--- config.mk ---
export PLATFORM = sky130hd
export DESIGN_NAME = rcm_top
export DESIGN_NICKNAME = d
export VERILOG_FILES = /design/src/rcm_pkg.sv /design/src/rcm_top.sv
export SDC_FILE = /design/constraint.sdc
export NUM_CORES = 1
export LEC_CHECK = 0
export BUFFER_PORTS_ARGS = -buffer_cell sky130_fd_sc_hd__buf_2
export CORE_UTILIZATION = 34
export DETAILED_ROUTE_END_ITERATION = 10
export GPL_ROUTABILITY_DRIVEN = 1
export PLACE_DENSITY_LB_ADDON = 0.3
export SYNTH_ARGS = -nofsm -noshare
export SYNTH_HDL_FRONTEND = slang
export SYNTH_SLANG_ARGS = --single-unit
--- constraint.sdc ---
create_clock -name aclk -period 6.1 [get_ports aclk]
set_clock_uncertainty 0.1 [all_clocks]
set_input_delay 0.305 -clock aclk [delete_from_list [all_inputs] [get_ports aclk]]
set_output_delay 0.305 -clock aclk [all_outputs]
set_load 0.02 [all_outputs]
--- src/rcm_pkg.sv ---
/*
   constants, register map and control layout of the receiver clock-mode and
   burst-detect block. assumes a 250 MHz aclk and AXI4-Lite register access.
*/
package rcm_pkg;
   localparam int CLK_HZ = 250_000_000;
   localparam int LOCK_TIME_MS = 15;
   localparam int LOCK_BASE_CYC = CLK_HZ / 1000 * LOCK_TIME_MS;
   localparam int LOCK_FRAMES_SLOW = 384;
   localparam int LOCK_FRAMES_FAST = 1;
   localparam int FRAMES_HOLD = 4096;
   localparam int HI_ON_HZ = 64000;
   localparam int HI_OFF_HZ = 54000;
   localparam int HI_ON_CYC = CLK_HZ / HI_ON_HZ;
   localparam int HI_OFF_CYC = CLK_HZ / HI_OFF_HZ;
   localparam int MAX_IVL_CYC = CLK_HZ / 7000;
   localparam logic [15:0] NPCM_SYNC_A = 16'hf872;
   localparam logic [15:0] NPCM_SYNC_B = 16'h4e1f;
   localparam int NPCM_ZERO_WORDS = 4;
   localparam int NUM_RATES = 13;
   localparam int RATE_HZ [NUM_RATES] = '{44100, 48000, 32000, 22050, 11025, 24000,
      16000, 88200, 8000, 96000, 64000, 176400, 192000};
   localparam logic [3:0] RATE_CODE [NUM_RATES] = '{4'h0, 4'h2, 4'h3, 4'h4, 4'h5,
      4'h6, 4'h7, 4'h8, 4'h9, 4'ha, 4'hb, 4'hc, 4'he};
   localparam logic [3:0] RATE_NONE = 4'h1;
   localparam logic [3:0] RATE_96K = 4'ha;
   localparam logic [3:0] RATE_192K = 4'he;
   localparam logic [1:0] REF_CHAN_STATUS = 2'b11;
   localparam logic [7:0] OFS_CTRL = 8'h00;
   localparam logic [7:0] OFS_STATUS = 8'h04;
   localparam logic [7:0] OFS_BURST = 8'h08;
   localparam logic [1:0] RESP_OKAY = 2'b00;
   localparam logic [1:0] RESP_SLVERR = 2'b10;

   typedef enum logic [1:0] {
      CM_PLL = 2'b00,
      CM_XTAL = 2'b01,
      CM_AUTO = 2'b10,
      CM_XTAL_MON = 2'b11
   } rcm_mode_t;

   typedef struct packed {
      logic dts_sixteen_bit_enable_en;
      logic dts_fourteen_bit_enable_en;
      logic quick_lock;
      logic [1:0] ref_sel;
      logic halve;
      logic xroute;
      logic [1:0] ratio;
      rcm_mode_t mode;
   } rcm_ctrl_t;

   localparam int CTRL_W = $bits(rcm_ctrl_t);
   localparam logic [CTRL_W-1:0] CTRL_RST = 11'h6c0;
endpackage : rcm_pkg

--- src/rcm_top.sv ---
/*
   clock-source selection, master-clock generation, rate detection, lock
   tracking and non-PCM / DTS stream detection, with an AXI4-Lite slave.
   assumes received words, frame strobes and clock levels are synchronous
   to aclk; pll_clk and crystal_in are sampled 512fs-class clock levels.
*/
// The implementer's own choices: the register addresses and the AXI4-Lite register port.
`timescale 1ns/100ps
`default_nettype none
module rcm_top
   import rcm_pkg::*;
#(
   parameter int LOCK_CYC = LOCK_BASE_CYC,
   parameter logic [31:0] DTS_SIXTEEN_BIT_ENABLE_SYNC = 32'h7ffe8001,
   parameter logic [31:0] DTS_FOURTEEN_BIT_ENABLE_SYNC = 32'h1fffe800
)
(
   input wire logic aclk,
   input wire logic aresetn,
   input wire logic [7:0] awaddr,
   input wire logic awvalid,
   output logic awready,
   input wire logic [31:0] wdata,
   input wire logic [3:0] wstrb,
   input wire logic wvalid,
   output logic wready,
   output logic [1:0] bresp,
   output logic bvalid,
   input wire logic bready,
   input wire logic [7:0] araddr,
   input wire logic arvalid,
   output logic arready,
   output logic [31:0] rdata,
   output logic [1:0] rresp,
   output logic rvalid,
   input wire logic rready,
   input wire logic serial_mode,
   input wire logic [1:0] pin_clock_mode_sel,
   input wire logic [1:0] pin_ref_crystal_select,
   input wire logic [1:0] pin_ratio_sel,
   input wire logic [15:0] rx_word,
   input wire logic rx_word_valid,
   input wire logic rx_frame,
   input wire logic rx_data,
   input wire logic aux_data_in,
   input wire logic [3:0] cs_rate_code,
   input wire logic pll_clk,
   input wire logic crystal_in,
   output logic master_clock_out_a,
   output logic master_clock_out_b,
   output logic serial_data_out,
   output logic high_rate_indicator,
   output logic pll_unlocked,
   output logic pll_enable,
   output logic crystal_enable,
   output logic nonpcm_detected,
   output logic dts_stream_flag,
   output logic [3:0] rate_code
);
   ////////////////////////////////////////////////////////////////////////////
   // register slave
   rcm_ctrl_t ctrl_q, eff;
   logic [15:0] pc_q, pd_q;
   logic aw_have_q, w_have_q, use_xtal_q;
   logic [7:0] aw_addr_q;
   logic [31:0] w_data_q, wr_img;
   logic [3:0] w_strb_q;
   logic do_wr, aw_hs, w_hs;

   assign aw_hs = awvalid && awready;
   assign w_hs = wvalid && wready;
   assign do_wr = aw_have_q && w_have_q && !bvalid;

   always_comb
   begin
      wr_img = {{(32-CTRL_W){1'b0}}, ctrl_q};
      for (int b = 0; b < 4; b++)
      begin
         if (w_strb_q[b])
         begin
            wr_img[8*b +: 8] = w_data_q[8*b +: 8];
         end
      end
   end

   always_ff @(posedge aclk)
   begin
      if (!aresetn)
      begin
         aw_have_q <= 1'b0;
         w_have_q <= 1'b0;
         awready <= 1'b0;
         wready <= 1'b0;
         bvalid <= 1'b0;
         bresp <= RESP_OKAY;
         aw_addr_q <= 8'h00;
         w_data_q <= 32'h0;
         w_strb_q <= 4'h0;
         ctrl_q <= CTRL_RST;
      end
      else
      begin
         if (aw_hs)
         begin
            aw_have_q <= 1'b1;
            aw_addr_q <= awaddr;
         end
         if (w_hs)
         begin
            w_have_q <= 1'b1;
            w_data_q <= wdata;
            w_strb_q <= wstrb;
         end
         awready <= !aw_have_q && !aw_hs && !bvalid && !do_wr;
         wready <= !w_have_q && !w_hs && !bvalid && !do_wr;
         if (do_wr)
         begin
            aw_have_q <= 1'b0;
            w_have_q <= 1'b0;
            bvalid <= 1'b1;
            bresp <= RESP_OKAY;
            if (aw_addr_q == OFS_CTRL)
            begin
               ctrl_q <= rcm_ctrl_t'(wr_img[CTRL_W-1:0]);
            end
            else if (aw_addr_q != OFS_STATUS && aw_addr_q != OFS_BURST)
            begin
               bresp <= RESP_SLVERR;
            end
         end
         else if (bvalid && bready)
         begin
            bvalid <= 1'b0;
         end
      end
   end

   always_ff @(posedge aclk)
   begin
      if (!aresetn)
      begin
         arready <= 1'b0;
         rvalid <= 1'b0;
         rdata <= 32'h0;
         rresp <= RESP_OKAY;
      end
      else
      begin
         arready <= !rvalid && !(arvalid && arready);
         if (arvalid && arready)
         begin
            rvalid <= 1'b1;
            rresp <= RESP_OKAY;
            case (araddr)
               OFS_CTRL: rdata <= {{(32-CTRL_W){1'b0}}, ctrl_q};
               OFS_STATUS: rdata <= {22'h0, crystal_enable, use_xtal_q, pll_unlocked,
                  high_rate_indicator, dts_stream_flag, nonpcm_detected, rate_code};
               OFS_BURST: rdata <= {pd_q, pc_q};
               default:
               begin
                  rdata <= 32'h0;
                  rresp <= RESP_SLVERR;
               end
            endcase
         end
         else if (rvalid && rready)
         begin
            rvalid <= 1'b0;
         end
      end
   end

   // pin control overrides the register settings
   always_comb
   begin
      eff = ctrl_q;
      if (!serial_mode)
      begin
         eff.mode = rcm_mode_t'(pin_clock_mode_sel);
         eff.ref_sel = pin_ref_crystal_select;
         eff.ratio = pin_ratio_sel;
         eff.quick_lock = 1'b1;
         eff.dts_fourteen_bit_enable_en = 1'b1;
         eff.dts_sixteen_bit_enable_en = 1'b1;
         eff.xroute = 1'b0;
         eff.halve = 1'b0;
      end
   end

   ////////////////////////////////////////////////////////////////////////////
   // stream detection
   logic [16*(NPCM_ZERO_WORDS+2)-1:0] hist_q;
   logic [1:0] burst_cnt_q;
   logic [12:0] npcm_frames_q, dts_frames_q;
   logic npcm_hit, dts_hit;

   assign npcm_hit = rx_word_valid && rx_word == NPCM_SYNC_B
      && hist_q[15:0] == NPCM_SYNC_A && hist_q[16*(NPCM_ZERO_WORDS+1)-1:16] == '0;
   assign dts_hit = rx_word_valid
      && ((eff.dts_sixteen_bit_enable_en && {hist_q[15:0], rx_word} == DTS_SIXTEEN_BIT_ENABLE_SYNC)
      || (eff.dts_fourteen_bit_enable_en && {hist_q[15:0], rx_word} == DTS_FOURTEEN_BIT_ENABLE_SYNC));

   always_ff @(posedge aclk)
   begin
      if (!aresetn)
      begin
         hist_q <= '0;
         burst_cnt_q <= 2'd0;
         pc_q <= 16'h0;
         pd_q <= 16'h0;
      end
      else if (rx_word_valid)
      begin
         hist_q <= {hist_q[16*(NPCM_ZERO_WORDS+1)-1:0], rx_word};
         if (npcm_hit)
         begin
            burst_cnt_q <= 2'd2;
         end
         else if (burst_cnt_q == 2'd2)
         begin
            pc_q <= rx_word;
            burst_cnt_q <= 2'd1;
         end
         else if (burst_cnt_q == 2'd1)
         begin
            pd_q <= rx_word;
            burst_cnt_q <= 2'd0;
         end
      end
   end

   // detection wins over the quiet-frame timeout in the same cycle
   always_ff @(posedge aclk)
   begin
      if (!aresetn)
      begin
         nonpcm_detected <= 1'b0;
         npcm_frames_q <= 13'd0;
      end
      else if (npcm_hit)
      begin
         nonpcm_detected <= 1'b1;
         npcm_frames_q <= 13'd0;
      end
      else if (nonpcm_detected && rx_frame)
      begin
         if (npcm_frames_q == 13'(FRAMES_HOLD - 1))
         begin
            nonpcm_detected <= 1'b0;
            npcm_frames_q <= 13'd0;
         end
         else
         begin
            npcm_frames_q <= npcm_frames_q + 13'd1;
         end
      end
   end

   always_ff @(posedge aclk)
   begin
      if (!aresetn)
      begin
         dts_stream_flag <= 1'b0;
         dts_frames_q <= 13'd0;
      end
      else if (dts_hit)
      begin
         dts_stream_flag <= 1'b1;
         dts_frames_q <= 13'd0;
      end
      else if (dts_stream_flag && rx_frame)
      begin
         if (dts_frames_q == 13'(FRAMES_HOLD - 1))
         begin
            dts_stream_flag <= 1'b0;
            dts_frames_q <= 13'd0;
         end
         else
         begin
            dts_frames_q <= dts_frames_q + 13'd1;
         end
      end
   end

   ////////////////////////////////////////////////////////////////////////////
   // interval, lock and rate
   logic [15:0] ivl_cnt_q, ivl_q, ivl_diff;
   logic [21:0] lock_cnt_q;
   logic [8:0] lock_frm_q;
   logic [NUM_RATES-1:0] rate_hit;
   logic [3:0] meas_code;
   logic ivl_bad;

   assign ivl_diff = (ivl_cnt_q > ivl_q) ? ivl_cnt_q - ivl_q : ivl_q - ivl_cnt_q;
   assign ivl_bad = (rx_frame && ivl_diff > (ivl_q >> 5))
      || ivl_cnt_q >= 16'(MAX_IVL_CYC);

   always_ff @(posedge aclk)
   begin
      if (!aresetn)
      begin
         ivl_cnt_q <= 16'd0;
         ivl_q <= 16'd0;
      end
      else if (rx_frame)
      begin
         ivl_cnt_q <= 16'd1;
         ivl_q <= ivl_cnt_q;
      end
      else if (ivl_cnt_q != 16'hffff)
      begin
         ivl_cnt_q <= ivl_cnt_q + 16'd1;
      end
   end

   always_ff @(posedge aclk)
   begin
      if (!aresetn)
      begin
         pll_unlocked <= 1'b1;
         lock_cnt_q <= 22'd0;
         lock_frm_q <= 9'd0;
      end
      else if (!pll_enable || ivl_bad)
      begin
         pll_unlocked <= 1'b1;
         lock_cnt_q <= 22'd0;
         lock_frm_q <= 9'd0;
      end
      else if (pll_unlocked)
      begin
         if (lock_cnt_q != 22'(LOCK_CYC))
         begin
            lock_cnt_q <= lock_cnt_q + 22'd1;
         end
         if (rx_frame && lock_frm_q != 9'(LOCK_FRAMES_SLOW))
         begin
            lock_frm_q <= lock_frm_q + 9'd1;
         end
         if (lock_cnt_q == 22'(LOCK_CYC) && lock_frm_q >= (eff.quick_lock ?
            9'(LOCK_FRAMES_FAST) : 9'(LOCK_FRAMES_SLOW)))
         begin
            pll_unlocked <= 1'b0;
         end
      end
   end

   for (genvar i = 0; i < NUM_RATES; i++)
   begin : g_rate
      localparam int NOM = CLK_HZ / RATE_HZ[i];
      assign rate_hit[i] = ivl_q >= 16'(NOM - NOM / 32) && ivl_q <= 16'(NOM + NOM / 32);
   end

   always_comb
   begin
      meas_code = RATE_NONE;
      for (int i = 0; i < NUM_RATES; i++)
      begin
         if (rate_hit[i])
         begin
            meas_code = RATE_CODE[i];
         end
      end
   end

   always_ff @(posedge aclk)
   begin
      if (!aresetn)
      begin
         rate_code <= RATE_NONE;
         high_rate_indicator <= 1'b0;
      end
      else
      begin
         if (serial_mode && eff.ref_sel == REF_CHAN_STATUS)
         begin
            rate_code <= cs_rate_code;
         end
         else
         begin
            rate_code <= meas_code;
         end
         if (!pll_unlocked && ivl_q < 16'(HI_ON_CYC))
         begin
            high_rate_indicator <= 1'b1;
         end
         else if (!pll_unlocked && ivl_q > 16'(HI_OFF_CYC))
         begin
            high_rate_indicator <= 1'b0;
         end
      end
   end

   ////////////////////////////////////////////////////////////////////////////
   // clock modes and master clocks
   logic use_xtal_d, pll_lvl_q, xtal_lvl_q, sw_hold_q, deny_a;
   logic [2:0] pll_div_q, xtal_div_q;
   logic mclk_a_d, mclk_b_d, src_a, src_b, xtal_a;

   always_comb
   begin
      case (eff.mode)
         CM_PLL: use_xtal_d = 1'b0;
         CM_XTAL: use_xtal_d = 1'b1;
         CM_AUTO: use_xtal_d = pll_unlocked;
         CM_XTAL_MON: use_xtal_d = 1'b1;
         default: use_xtal_d = 1'b1;
      endcase
   end

   // new source taken only while its level is low; dividers restart there
   always_ff @(posedge aclk)
   begin
      if (!aresetn)
      begin
         use_xtal_q <= 1'b0;
         sw_hold_q <= 1'b0;
         pll_lvl_q <= 1'b0;
         xtal_lvl_q <= 1'b0;
         pll_div_q <= 3'd0;
         xtal_div_q <= 3'd0;
      end
      else
      begin
         pll_lvl_q <= pll_clk;
         xtal_lvl_q <= crystal_in;
         sw_hold_q <= use_xtal_d != use_xtal_q;
         if (sw_hold_q && use_xtal_d != use_xtal_q
            && !(use_xtal_d ? crystal_in : pll_clk))
         begin
            use_xtal_q <= use_xtal_d;
            pll_div_q <= 3'd0;
            xtal_div_q <= 3'd0;
         end
         else
         begin
            if (pll_clk && !pll_lvl_q)
            begin
               pll_div_q <= pll_div_q + 3'd1;
            end
            if (crystal_in && !xtal_lvl_q)
            begin
               xtal_div_q <= xtal_div_q + 3'd1;
            end
         end
      end
   end

   assign deny_a = (eff.ratio == 2'b10 && (rate_code == RATE_96K || rate_code == RATE_192K))
      || (eff.ratio[1] == 1'b0 && rate_code == RATE_192K);

   always_comb
   begin
      src_a = use_xtal_q ? xtal_lvl_q : pll_lvl_q;
      xtal_a = xtal_div_q[0];
      case (eff.ratio)
         2'b10: mclk_a_d = src_a;
         2'b11: mclk_a_d = use_xtal_q ? xtal_div_q[1] : pll_div_q[1];
         default: mclk_a_d = use_xtal_q ? xtal_div_q[0] : pll_div_q[0];
      endcase
      case (eff.ratio)
         2'b01: src_b = xtal_div_q[1];
         2'b11: src_b = xtal_div_q[2];
         default: src_b = xtal_a;
      endcase
      if (eff.xroute)
      begin
         mclk_b_d = eff.halve ? xtal_div_q[0] : xtal_lvl_q;
      end
      else
      begin
         mclk_b_d = use_xtal_q ? src_b : 1'b0;
      end
      if (sw_hold_q || deny_a)
      begin
         mclk_a_d = 1'b0;
      end
      if (sw_hold_q && !eff.xroute)
      begin
         mclk_b_d = 1'b0;
      end
   end

   always_ff @(posedge aclk)
   begin
      if (!aresetn)
      begin
         master_clock_out_a <= 1'b0;
         master_clock_out_b <= 1'b0;
         serial_data_out <= 1'b0;
         pll_enable <= 1'b0;
         crystal_enable <= 1'b0;
      end
      else
      begin
         master_clock_out_a <= mclk_a_d;
         master_clock_out_b <= mclk_b_d;
         serial_data_out <= use_xtal_q ? aux_data_in : rx_data;
         pll_enable <= eff.mode != CM_XTAL;
         crystal_enable <= !(eff.mode == CM_PLL && eff.ref_sel == REF_CHAN_STATUS);
      end
   end
endmodule : rcm_top
`default_nettype wire

==> run metrics <==
status=finished clean; Vias per Instance=5.17; setup TNS=0 ns; fraction of layout cells with a size suffix above 1=12.9%; VDD IR max=0.000195 V; total grt overflow=0; H-tree Lvls=1; initial antenna violation count=1; Root Driver=clkbuf_16; Final Cell Area=17400 µm²; Setup Buffers After CTS=0; static leakage=around 6.9 nW; syn_area_per_cell=8.51 µm²; R2R setup slack=0.65 ns; die area=44600 µm²; Fin. Hold Viols=0; I/O pin total=146; placed inst area=16000 µm²; Core Box Area=43200 µm²; FP Rows=76; Initial DRC Count=1070; crit end category=register; r2r endpoint=lock_cnt_q[1]; drt first pass iters=5; r2r startpoint=ivl_q[0]; met1 Use GR=23.8%; worst r2r path cells=20; GPL Wtd Cong=0.933; Nets=2028; CTS tree=yes; critical path class=register to register; Die Y=211 µm; Max Freq=0.184 GHz; max-cap viol count=0; CP max stage cell=dfxtp_1; GRT Max-Usage Layer=met2; Worst Max-Slew Pin Slew=around 1.1 ns; area grow syn2layout=17.0%; worst-path cell chain=ha_1, inv_1, fa_1, a211oi_1, o21ai_0, o21ai_0, nand2_2, and2_1, a2111oi_0, a21oi_1, xor2_1, ha_1, a22o_1, nor4_1, o2111ai_1, a311oi_1, o311a_1, a41oi_4, buf_4, nor3b_2; Yosys reg bits=298; Pins Over Slew Limit=0; Num CTS Buffers=31; worst min-delay path class=input port to register; Psw=0.00107 W; slowest stage delay, CP=0.47 ns; Skew-Pair Late Insertion Delay=a little under 0.6 ns; DP Wirelength=30100 µm; DRT antenna net count=0; Internal Pwr Total=0.00324 W; clk slew on worst S/H paths=0.06 ns; count of cell types in the netlist=89; met3 Track Usage GR=3.57%; WL/cell=16.5 µm; Final setup viols=0; Hold-fix buffers, CTS=41; Critical Path Fanout Max=15; first-pass GRT wire length=64500 µm; asr flop ratio synth=0%; Comb power frac=9.7%; GR Layer Usage met2=29.6%; hold worst-path end=pc_q[10]; pin count of the biggest net entering global routing=93; Cells on Worst Hold Path=3; Post-Route WL=41100 µm; Pwr Density=247 nW/µm²; Synth Flop Type=dfxtp_1; Clock Tree Buf Depth=3; chip width=211 µm; Port Buf Inserts=120; hold path startpoint=rx_word[10]; Reg power frac=46.8%; Data arrival, critical path=approximately 5.9 ns; vias in the first global route=12000; startpoint type of the worst setup path=register; Critical Path RT=6.50 ns; post-cts sizing count=0; Max-Slew Margin vs Limit=29.3%; drt drc=0; clock share of power=43.5%; via count=between 10000 and 15000; EDFF count, synth=0; Seq/Total Area, Yosys=40.1%; Post-Synthesis Cells=1749; CTS Sinks=298; setup ws final=0.653 ns; mapped cell area=roughly 15000 µm²; Net Sw Frac=24.8%; Initial Util=34.5%; Syn. warnings=0; minimum clock period=5.45 ns; GRT Total Usage=17.9%; DP Worst Slack=0.726 ns; RSZ-0062 raised after global routing=false; Tcrit/Tclk final=89.3%
worst max path at each step:
| stage | startpoint | endpoint | cells past startpoint |
|---|---|---|---|
| 2_1_floorplan | ivl_q[11] | pll_unlocked | 20 |
| 3_3_place_gp | ivl_q[0] | lock_cnt_q[1] | 20 |
| 3_5_place_dp | ivl_q[0] | lock_cnt_q[1] | 20 |
| 4_1_cts | ivl_q[0] | lock_cnt_q[1] | 20 |
| 5_1_grt | ivl_q[0] | lock_frm_q[4] | 20 |
| 6_report | ivl_q[0] | lock_cnt_q[1] | 20 |
critical path: cells and delay by family, from the launching register on:
family	cells	cell delay, ns
xor+xnor	1	0.16
buf+inv	2	0.36
compound gates	10	2.48
flops	1	0.47
simple gates	4	0.83
fa+ha+maj	3	0.96
registers in the layout (all words and copies together), names as in the netlist, 16 cells and up:
signal      cells
pd_q           16
rdata          32
hist_q         80
pc_q           16
ivl_cnt_q      16
lock_cnt_q     22
ivl_q          16
cell families (layout without fill, tap and decap cells):
kind of cell | Yosys count | in the layout | share of synthesized area, %
AOI/OAI and AO/OA | 285 | 285 | 13.1
xor gates and xnor gates | 73 | 73 | 4.29
adders and majority gates | 56 | 56 | 4.81
buffers and inverters | 148 | 301 | 4.46
DFF | 298 | 298 | 40.1
muxes | 153 | 153 | 10.3
other | 1 | 3 | 0.0252
and+or+nand+nor | 735 | 735 | 23.0
cells in the mapped netlist, types with 18 or more instances:
library cell,n,area share (%)
ha_1,54,4.5
xor2_1,31,1.8
nor3_1,35,1.2
nor2_2,18,0.76
a21oi_1,95,3.2
inv_1,57,1.4
nand3_1,65,2.2
nor4_1,34,1.4
xnor2_1,42,2.5
nand2_1,194,4.9
o21ai_0,50,1.7
a22o_1,32,1.9
nor2_1,270,6.8
mux2i_1,151,10
nand4_1,29,1.2
dfxtp_1,298,40
clkbuf_1,59,1.5
through the flow:
| stage | hold slack [ns] | cells | utilization [%] | power, W |
|---|---|---|---|---|
| 3_5_place_dp | 0.339 | 2391 | 37.0 | 0.00245 |
| 3_3_place_gp | 0.326 | 2391 | 37.0 | 0.00245 |
| 4_1_cts | 0.000101 | 2488 | 40.3 | 0.00436 |
| 2_1_floorplan | 0.323 | 1750 | - | 0.00233 |
| 5_1_grt | 0.0140 | 2489 | 40.3 | 0.00449 |
| 6_report | 0.0212 | 2489 | 40.3 | 0.00431 |
layout by cell type (no fill, tap or decap), types with 32 or more instances in the layout:
master | synthesis | layout
dlygate4sd3_1 | 1 | 41
dfxtp_1 | 298 | 298
o21ai_0 | 50 | 50
a22o_1 | 32 | 32
a21oi_1 | 95 | 93
buf_2 | 4 | 119
inv_1 | 57 | 57
xnor2_1 | 42 | 42
nor4_1 | 34 | 34
nor3_1 | 35 | 35
nand2_1 | 194 | 194
nor2_1 | 270 | 270
ha_1 | 54 | 54
nand3_1 | 65 | 65
mux2i_1 | 151 | 151
power by group through the flow:
| stage | Clock, W | Sequential (W) | Combinational (W) |
|---|---|---|---|
| CTS | 0.00193 | 0.00201 | 0.000420 |
| global route | 0.00201 | 0.00202 | 0.000462 |
| global placement | 0 | 0.00206 | 0.000395 |
| floorplan | 0 | 0.00205 | 0.000282 |
| detailed placement | 0 | 0.00206 | 0.000397 |
| finish | 0.00187 | 0.00201 | 0.000419 |
layout make-up:
type,count,area (µm²)
Sequential cell,298,5970
Inverter,61,234
Tap cell,585,732
Multi-Input combinational cell,1304,8280
Antenna cell,1,2.50
Clock buffer,48,930
Fill cell,4400,25800
Timing Repair Buffer,184,1190
Clock inverter,8,86.3
per-layer routing:
metal  wire [µm]  part of all wire, %
met5           0                    0
met4         851                  2.1
met3        2500                  6.1
met2       19000                   46
met1       18700                   46
(Power assumes the default switching activity.)
